File: src/core/adc_filter_defines.svh
// Purpose: Offsets, field positions, reset values of the ADC result filter
// Assumes: 16-bit registers on a plain strobe port
// Notes:   Included directly by the filter and the scaler, not through the package file
`ifndef ADC_FILTER_DEFINES_SVH
`define ADC_FILTER_DEFINES_SVH

`define ADDR_W              4
`define OFF_FILTER_CONTROL  4'h0
`define OFF_FILTER_RESULT   4'h1
`define OFF_IRQ_STATUS      4'h2
`define OFF_IRQ_MASK        4'h3
`define RST_FILTER_CONTROL  16'h0000
`define BIT_FILTER_ON       15
`define BIT_MODE_HI         14
`define BIT_MODE_LO         13
`define BIT_RATIO_HI        12
`define BIT_RATIO_LO        10
`define BIT_IRQ_ON          9
`define BIT_READY           8
`define BIT_CHAN_HI         4
`define BIT_CHAN_LO         0
`define CTRL_WR_MASK        16'hFE1F
`define MODE_AVERAGE        2'h3
`define MODE_OVERSAMPLE     2'h0

`endif

File: src/core/adc_filter_pkg.sv
// Purpose: Types shared by the ADC result filter
// Assumes: Constants live in adc_filter_defines.svh
// Notes:   Conversion results travel as one struct
package adc_filter_pkg;

    typedef struct packed
    {
        logic        valid;
        logic [4:0]  channel;
        logic [11:0] data;
    } conv_result_s;

    typedef enum logic [1:0]
    {
        FILT_IDLE,
        FILT_ACCUM,
        FILT_FINISH
    } filt_state_e;

endpackage

File: src/core/adc_oversampling_filter.sv
// Purpose: ADC result filter, oversampling or averaging one channel
// Assumes: Conversion results arrive on the system clock domain
// Notes:   Registers on a plain strobe port, read data one cycle later
//
// The strobed register port and the address map were decided locally.
`timescale 1ns/1ns
`default_nettype none

`include "adc_filter_defines.svh"

// How it works
// - The filter runs only while filter_on is set, and clearing it clears the ready flag.
// - Mode code 11 selects averaging and code 00 oversampling; 01 and 10 are reserved.
// - Oversampling output is 12.1 for 2x/4x, 12.2 for 8x/16x, 12.3 for 32x/64x, 12.4 for 128x/256x.
// - In averaging the ratio codes 111..001 give 256 down to 4 samples and a 12-bit result.
// - With irq_on and irq_mask both set a ready result raises the common ADC interrupt, otherwise none.
// - The read-only ready flag sets on new data and clears when the result is read.
module adc_oversampling_filter
    import adc_filter_pkg::*;
(
    input  wire logic                 clk_sys,
    input  wire logic                 reset_n,
    input  wire logic                 clk_en,
    input  wire conv_result_s         conv_in,
    input  wire logic [`ADDR_W-1:0]   reg_addr,
    input  wire logic [15:0]          reg_wdata,
    input  wire logic                 reg_wr,
    input  wire logic                 reg_rd,
    output logic      [15:0]          reg_rdata,
    output logic                      adc_irq
);

    // Sample count for a mode and ratio code
    function automatic logic [8:0] ratio_count(input logic [1:0] mode, input logic [2:0] ratio);
        logic [8:0] n;
        n = 9'h004;
        if (mode == `MODE_AVERAGE)
        begin
            case (ratio)
                3'h7:    n = 9'h100;
                3'h6:    n = 9'h080;
                3'h5:    n = 9'h040;
                3'h4:    n = 9'h020;
                3'h3:    n = 9'h010;
                3'h2:    n = 9'h008;
                default: n = 9'h004;
            endcase
        end
        else
        begin
            case (ratio)
                3'h7:    n = 9'h080;
                3'h6:    n = 9'h020;
                3'h5:    n = 9'h008;
                3'h4:    n = 9'h002;
                3'h3:    n = 9'h100;
                3'h2:    n = 9'h040;
                3'h1:    n = 9'h010;
                default: n = 9'h004;
            endcase
        end
        return n;
    endfunction

    // Registers and filter state
    logic [15:0]   control;
    logic          ready;
    logic [15:0]   filter_result_reg;
    logic          irq_status;
    logic          irq_mask;
    logic [19:0]   acc;
    logic [8:0]    count;
    filt_state_e   state;

    logic [15:0]   next_control;
    logic          next_ready;
    logic [15:0]   next_filter_result_reg;
    logic          next_irq_status;
    logic          next_irq_mask;
    logic [19:0]   next_acc;
    logic [8:0]    next_count;
    filt_state_e   next_state;
    logic [15:0]   next_reg_rdata;
    logic          next_adc_irq;

    logic          filter_on;
    logic [1:0]    mode;
    logic [2:0]    ratio_sel;
    logic          irq_on;
    logic [4:0]    filter_channel_sel;
    logic          mode_legal;
    logic          take;
    logic [15:0]   scaled;
    logic          result_event;
    logic [19:0]   acc_sum;

    assign filter_on          = control[`BIT_FILTER_ON];
    assign mode               = control[`BIT_MODE_HI:`BIT_MODE_LO];
    assign ratio_sel          = control[`BIT_RATIO_HI:`BIT_RATIO_LO];
    assign irq_on             = control[`BIT_IRQ_ON];
    assign filter_channel_sel = control[`BIT_CHAN_HI:`BIT_CHAN_LO];
    assign mode_legal         = (mode == `MODE_AVERAGE) || (mode == `MODE_OVERSAMPLE);
    assign take               = conv_in.valid && (conv_in.channel == filter_channel_sel);
    // Sum with the incoming sample, kept apart from next_acc so the scaler is no loop
    assign acc_sum            = acc + {8'h00, conv_in.data};

    filter_scaler u_scaler
    (
        .sum    (acc_sum),
        .mode   (mode),
        .ratio  (ratio_sel),
        .result (scaled)
    );

    // Filter datapath
    always_comb
    begin
        next_state             = state;
        next_acc               = acc;
        next_count             = count;
        next_filter_result_reg = filter_result_reg;
        result_event           = 1'b0;
        if (!filter_on || !mode_legal)
        begin
            next_state = FILT_IDLE;
            next_acc   = 20'h00000;
            next_count = 9'h000;
        end
        else
        begin
            case (state)
                FILT_IDLE:
                begin
                    next_acc   = 20'h00000;
                    next_count = 9'h000;
                    next_state = FILT_ACCUM;
                end
                FILT_ACCUM:
                begin
                    if (take)
                    begin
                        next_acc   = acc_sum;
                        next_count = count + 9'h001;
                        if (next_count == ratio_count(mode, ratio_sel))
                        begin
                            next_filter_result_reg = scaled;
                            result_event           = 1'b1;
                            next_state             = FILT_FINISH;
                        end
                    end
                end
                default:
                begin
                    next_acc   = 20'h00000;
                    next_count = 9'h000;
                    next_state = FILT_ACCUM;
                end
            endcase
        end
    end

    // Register port
    always_comb
    begin
        next_control    = control;
        next_irq_mask   = irq_mask;
        next_irq_status = irq_status;
        next_ready      = ready;
        next_reg_rdata  = 16'h0000;
        if (reg_wr)
        begin
            if (reg_addr == `OFF_FILTER_CONTROL)
            begin
                next_control = reg_wdata & `CTRL_WR_MASK;
            end
            else if (reg_addr == `OFF_IRQ_STATUS)
            begin
                if (reg_wdata[0])
                begin
                    next_irq_status = 1'b0;
                end
            end
            else if (reg_addr == `OFF_IRQ_MASK)
            begin
                next_irq_mask = reg_wdata[0];
            end
        end
        if (reg_rd)
        begin
            if (reg_addr == `OFF_FILTER_CONTROL)
            begin
                next_reg_rdata = control | {7'h00, ready, 8'h00};
            end
            else if (reg_addr == `OFF_FILTER_RESULT)
            begin
                next_reg_rdata = filter_result_reg;
                next_ready     = 1'b0;
            end
            else if (reg_addr == `OFF_IRQ_STATUS)
            begin
                next_reg_rdata = {15'h0000, irq_status};
            end
            else if (reg_addr == `OFF_IRQ_MASK)
            begin
                next_reg_rdata = {15'h0000, irq_mask};
            end
        end
        // New result wins over a clearing result read or status write, not over a control write clearing filter_on
        if (result_event)
        begin
            next_ready = 1'b1;
            if (irq_on)
            begin
                next_irq_status = 1'b1;
            end
        end
        if (!next_control[`BIT_FILTER_ON])
        begin
            next_ready = 1'b0;
        end
        next_adc_irq = next_irq_status && next_irq_mask && next_control[`BIT_IRQ_ON];
    end

    always_ff @(posedge clk_sys)
    begin
        if (!reset_n)
        begin
            control           <= `RST_FILTER_CONTROL;
            ready             <= 1'b0;
            filter_result_reg <= 16'h0000;
            irq_status        <= 1'b0;
            irq_mask          <= 1'b0;
            acc               <= 20'h00000;
            count             <= 9'h000;
            state             <= FILT_IDLE;
            reg_rdata         <= 16'h0000;
            adc_irq           <= 1'b0;
        end
        else if (clk_en)
        begin
            control           <= next_control;
            ready             <= next_ready;
            filter_result_reg <= next_filter_result_reg;
            irq_status        <= next_irq_status;
            irq_mask          <= next_irq_mask;
            acc               <= next_acc;
            count             <= next_count;
            state             <= next_state;
            reg_rdata         <= next_reg_rdata;
            adc_irq           <= next_adc_irq;
        end
    end

endmodule
`default_nettype wire

File: src/core/filter_scaler.sv
// Purpose: Turns an accumulated sum into the filter result word
// Assumes: Sum of up to 256 twelve-bit samples
// Notes:   Pure combinational shifter
`timescale 1ns/1ns
`default_nettype none

`include "adc_filter_defines.svh"

module filter_scaler
(
    input  wire logic [19:0] sum,
    input  wire logic [1:0]  mode,
    input  wire logic [2:0]  ratio,
    output logic      [15:0] result
);
    logic [19:0] shifted;

    always_comb
    begin
        shifted = 20'h00000;
        if (mode == `MODE_AVERAGE)
        begin
            // Divide by ratio for a 12-bit mean
            case (ratio)
                3'h7:    shifted = sum >> 8;
                3'h6:    shifted = sum >> 7;
                3'h5:    shifted = sum >> 6;
                3'h4:    shifted = sum >> 5;
                3'h3:    shifted = sum >> 4;
                3'h2:    shifted = sum >> 3;
                default: shifted = sum >> 2;
            endcase
        end
        else
        begin
            // Mean with one to four fraction bits: 12.1 to 12.4
            case (ratio)
                3'h4:       shifted = sum;
                3'h0, 3'h5: shifted = sum >> 1;
                3'h1, 3'h6: shifted = sum >> 2;
                3'h2, 3'h7: shifted = sum >> 3;
                default:    shifted = sum >> 4;
            endcase
        end
        result = shifted[15:0];
    end

endmodule
`default_nettype wire

File: config.mk
export PLATFORM = sky130hd
export DESIGN_NAME = adc_oversampling_filter
export DESIGN_NICKNAME = d
export VERILOG_FILES = /design/src/core/adc_filter_pkg.sv /design/src/core/adc_oversampling_filter.sv /design/src/core/filter_scaler.sv
export VERILOG_INCLUDE_DIRS = /design/src /design/src/core
export SDC_FILE = /design/constraint.sdc
export NUM_CORES = 1
export LEC_CHECK = 0
export ABC_AREA = 1
export BUFFER_PORTS_ARGS = -buffer_cell sky130_fd_sc_hd__buf_2
export CORE_MARGIN = 5
export CORE_UTILIZATION = 32
export DETAILED_ROUTE_END_ITERATION = 6
export SLEW_MARGIN = 20
export SYNTH_ARGS = -nofsm -noshare
export SYNTH_HDL_FRONTEND = slang
export SYNTH_HIERARCHICAL = 1
export SYNTH_SLANG_ARGS = --single-unit
File: constraint.sdc
create_clock -name clk_sys -period 3 [get_ports clk_sys]
set_input_delay 0.6 -clock clk_sys [delete_from_list [all_inputs] [get_ports clk_sys]]
set_output_delay 0.6 -clock clk_sys [all_outputs]
set_load 0.01 [all_outputs]
==> impl_metrics.env <==
export IMPL_status="finished, final reports clean"
export IMPL_skew_ns=0.0110
export IMPL_postCtsHoldBufs=0
export IMPL_report_final_setup_viol=0
export IMPL_drc_errors=0
export IMPL_grt_usage_pct=16.9
export IMPL_worst_pin_slew_ns=0.824
export IMPL_ys_warn_count=6
export IMPL_core_um2=18800
export IMPL_synth_async_reset_ratio_pct=0
export IMPL_synth_main_ff_cell="dfxtp_1"
export IMPL_synthCells=1056
export IMPL_ant_nets=0
export IMPL_total_power_mw=2.45
export IMPL_via_per_inst=4.84
export IMPL_wirelength_met1_um=8700
export IMPL_post_synth_num_cell_types=43
export IMPL_ys_top_cells_by_area="dfxtp_1 26%, nand2_1 22%, a21oi_1 7.1%"
export IMPL_r2r_start="acc[0]$_SDFFE_PN0P_"
export IMPL_ys_seq_area_share_pct=25.7
export IMPL_maxSlewHeadroom_pct=44.7
export IMPL_syn_num_nets=1114
export IMPL_grt_overflow_total=0
export IMPL_max_freq_mhz=371
export IMPL_slew_viol_final=0
export IMPL_diodes=0
export IMPL_clk_path_buf_depth=2
export IMPL_peakVddDrop_uv=224
export IMPL_rr_endpoint="filter_result_reg[11]$_SDFFE_PN0P_"
export IMPL_synth_edf_count=0
export IMPL_finalWirelength_um=18600
export IMPL_synth_area_um2=6160
export IMPL_fin_ws_ns=0.303
export IMPL_dp_slack_ns=-0.0370
export IMPL_grt_pass1_vias=6099
export IMPL_io_pins=60
export IMPL_routedWlPerCell_um=13.5
export IMPL_met3_length_um=924
export IMPL_grt_pass1_wl_um=30400
export IMPL_synth_top_cell_area_share_pct=25.7
export IMPL_die_area_um2=22100
export IMPL_synthMostInstantiatedCell="nand2_1"
export IMPL_antenna_found_initial=0
export IMPL_numClockSinks=79
export IMPL_floorplan_initialDensity_pct=32.7
export IMPL_powerDensity_nw_per_um2=347
export IMPL_dieHeight_um=149
export IMPL_hpwl_um=13300
export IMPL_min_period_over_period_pct=89.9
export IMPL_dr_pass1_iters=5
export IMPL_rrSetupSlack_ns=0.37
export IMPL_worstHoldPathType="register to register"
export IMPL_synth_common_cells="359 x nand2_1, 105 x nor2_1, 101 x inv_1, 87 x a21oi_1, 82 x nand3_1"
export IMPL_h_tree_depth=3
export IMPL_cp_end_kind="register"
export IMPL_port_buffers=55
export IMPL_placed_area_um2=6750
export IMPL_hold_start="state[0]$_SDFFE_PN0P_"
export IMPL_min_period_ns=2.70
export IMPL_finalSetupTns_ns=0
export IMPL_synth_seq_cells=79
export IMPL_reg2reg_depth=17
export IMPL_worstSetupStartpointType="input port"
export IMPL_cts_buffers_inserted=9
export IMPL_grt_max_degree=48
export IMPL_worstHoldPathCells=2
export IMPL_routed_top_layer="met4"
export IMPL_cts_resized_gates=0
export IMPL_largest_reg_flops=20
export IMPL_drive_gt1_share_pct=12.5
export IMPL_dieWidth_um=149
export IMPL_required_ns=3.24
export IMPL_cts_root_buf="clkbuf_16"
export IMPL_drt_iter0_drc=471
export IMPL_clk_latency_ns=0.36
export IMPL_stdcell_area_um2=7060
export IMPL_syn_area_per_cell_um2=5.84
export IMPL_gp_congestion=0.904
export IMPL_finalHoldViolations=0
export IMPL_area_growth_pct=14.5
export IMPL_dr_total_vias=6640
export IMPL_wl_met2_um=8500
export IMPL_power_leakage_nw=3.42
export IMPL_finalNetCount=1165
export IMPL_row_count=50
export IMPL_cts_tree="yes"
export IMPL_crit_path_max_fanout=6
export IMPL_cp_arrival_ns=2.94
export IMPL_clk_pin_slew_ns=0.06
export IMPL_path_class="input port to register"
export IMPL_maxCapViolations=0
export IMPL_fill_cells=2090
export IMPL_post_synth_top_area_cell="dfxtp_1"
export IMPL_rsz0062_at_grt="false"
export IMPL_hold_end="state[0]$_SDFFE_PN0P_"
export IMPL_post_cts_buffers=0
export IMPL_finalCoreUtilization_pct=37.5
how the worst max path moves through the flow:
stage / slack, ns / end / cells past startpoint / startpoint
floorplan: 0.26 / filter_result_reg[5]$_SDFFE_PN0P_ / 16 / conv_in[0]
global placement: -0.04 / filter_result_reg[13]$_SDFFE_PN0P_ / 18 / conv_in[0]
detailed placement: -0.04 / filter_result_reg[11]$_SDFFE_PN0P_ / 18 / conv_in[0]
CTS: 0.32 / filter_result_reg[11]$_SDFFE_PN0P_ / 18 / conv_in[0]
global route: 0.05 / filter_result_reg[13]$_SDFFE_PN0P_ / 18 / conv_in[0]
finish: 0.30 / filter_result_reg[11]$_SDFFE_PN0P_ / 18 / conv_in[0]
final cells by class:
cell class | count | area [um^2] | area share, %
clock inverters | 7 | 78.8 | 1.12
well taps | 260 | 325 | 4.61
multi-input cells | 815 | 3880 | 54.9
clock buffers | 9 | 225 | 3.19
inverters | 113 | 427 | 6.05
repair buffers | 89 | 543 | 7.70
flip-flops and latches | 79 | 1580 | 22.4
critical path, stage by stage:
cell,delay [ns]
buf_2,0.10
ha_1,0.22
fa_1,0.39
nand3_1,0.09
nand2_1,0.14
nand3_1,0.10
nand3_1,0.19
nand4_1,0.15
nand2_1,0.07
and2_1,0.24
nand3_1,0.11
nand3_1,0.08
nor2_1,0.10
nand2_1,0.05
nand2_1,0.07
inv_1,0.05
nor2_1,0.12
nor2_1,0.06
layout by cell type, fill, tap and decap left out, types with 4 or more instances in the layout:
| cell type | n |
|---|---|
| nand3b_1 | 5 |
| nand2_1 | 359 |
| clkbuf_16 | 9 |
| buf_4 | 33 |
| buf_2 | 55 |
| xnor2_1 | 6 |
| a21oi_1 | 87 |
| xor2_1 | 14 |
| nor3_1 | 8 |
| nor2_1 | 105 |
| inv_1 | 101 |
| o21ai_1 | 18 |
| nand4_1 | 9 |
| inv_2 | 11 |
| dfxtp_1 | 79 |
| o21ai_0 | 66 |
| nand3_1 | 82 |
| nand2_2 | 4 |
| ha_1 | 14 |
| nor2_2 | 4 |
per-layer routing:
layer  global-route usage [%]  vias to the layer above
met5                        0                        -
met4                     5.40                        0
met1                     22.4                     2977
met3                     2.83                       26
met2                     28.0                      159
li1                         -                     3478
stage by stage:
stage | hold slack [ns] | instances
2_1_floorplan | 0.439 | 1056
3_3_place_gp | 0.451 | 1356
3_5_place_dp | 0.454 | 1356
4_1_cts | 0.465 | 1372
5_1_grt | 0.478 | 1372
6_report | 0.460 | 1372
cell families (layout without fill, tap and decap cells):
| logic type | count (synthesis) | in the layout | synth area share, % |
|---|---|---|---|
| compound gates | 185 | 185 | 15.7 |
| xor+xnor | 20 | 20 | 2.84 |
| fa+ha+maj | 15 | 15 | 3.17 |
| buf+inv | 162 | 218 | 11.4 |
| flops | 79 | 79 | 25.7 |
| mux | 1 | 1 | 0.162 |
| simple gates | 594 | 594 | 41.0 |
report_power, final:
part	internal (mW)	switching (mW)
clock network	0.654	0.509
registers	1.05	0.00322
logic	0.0756	0.154
total	1.78	0.666
(Power assumes the default switching activity.)
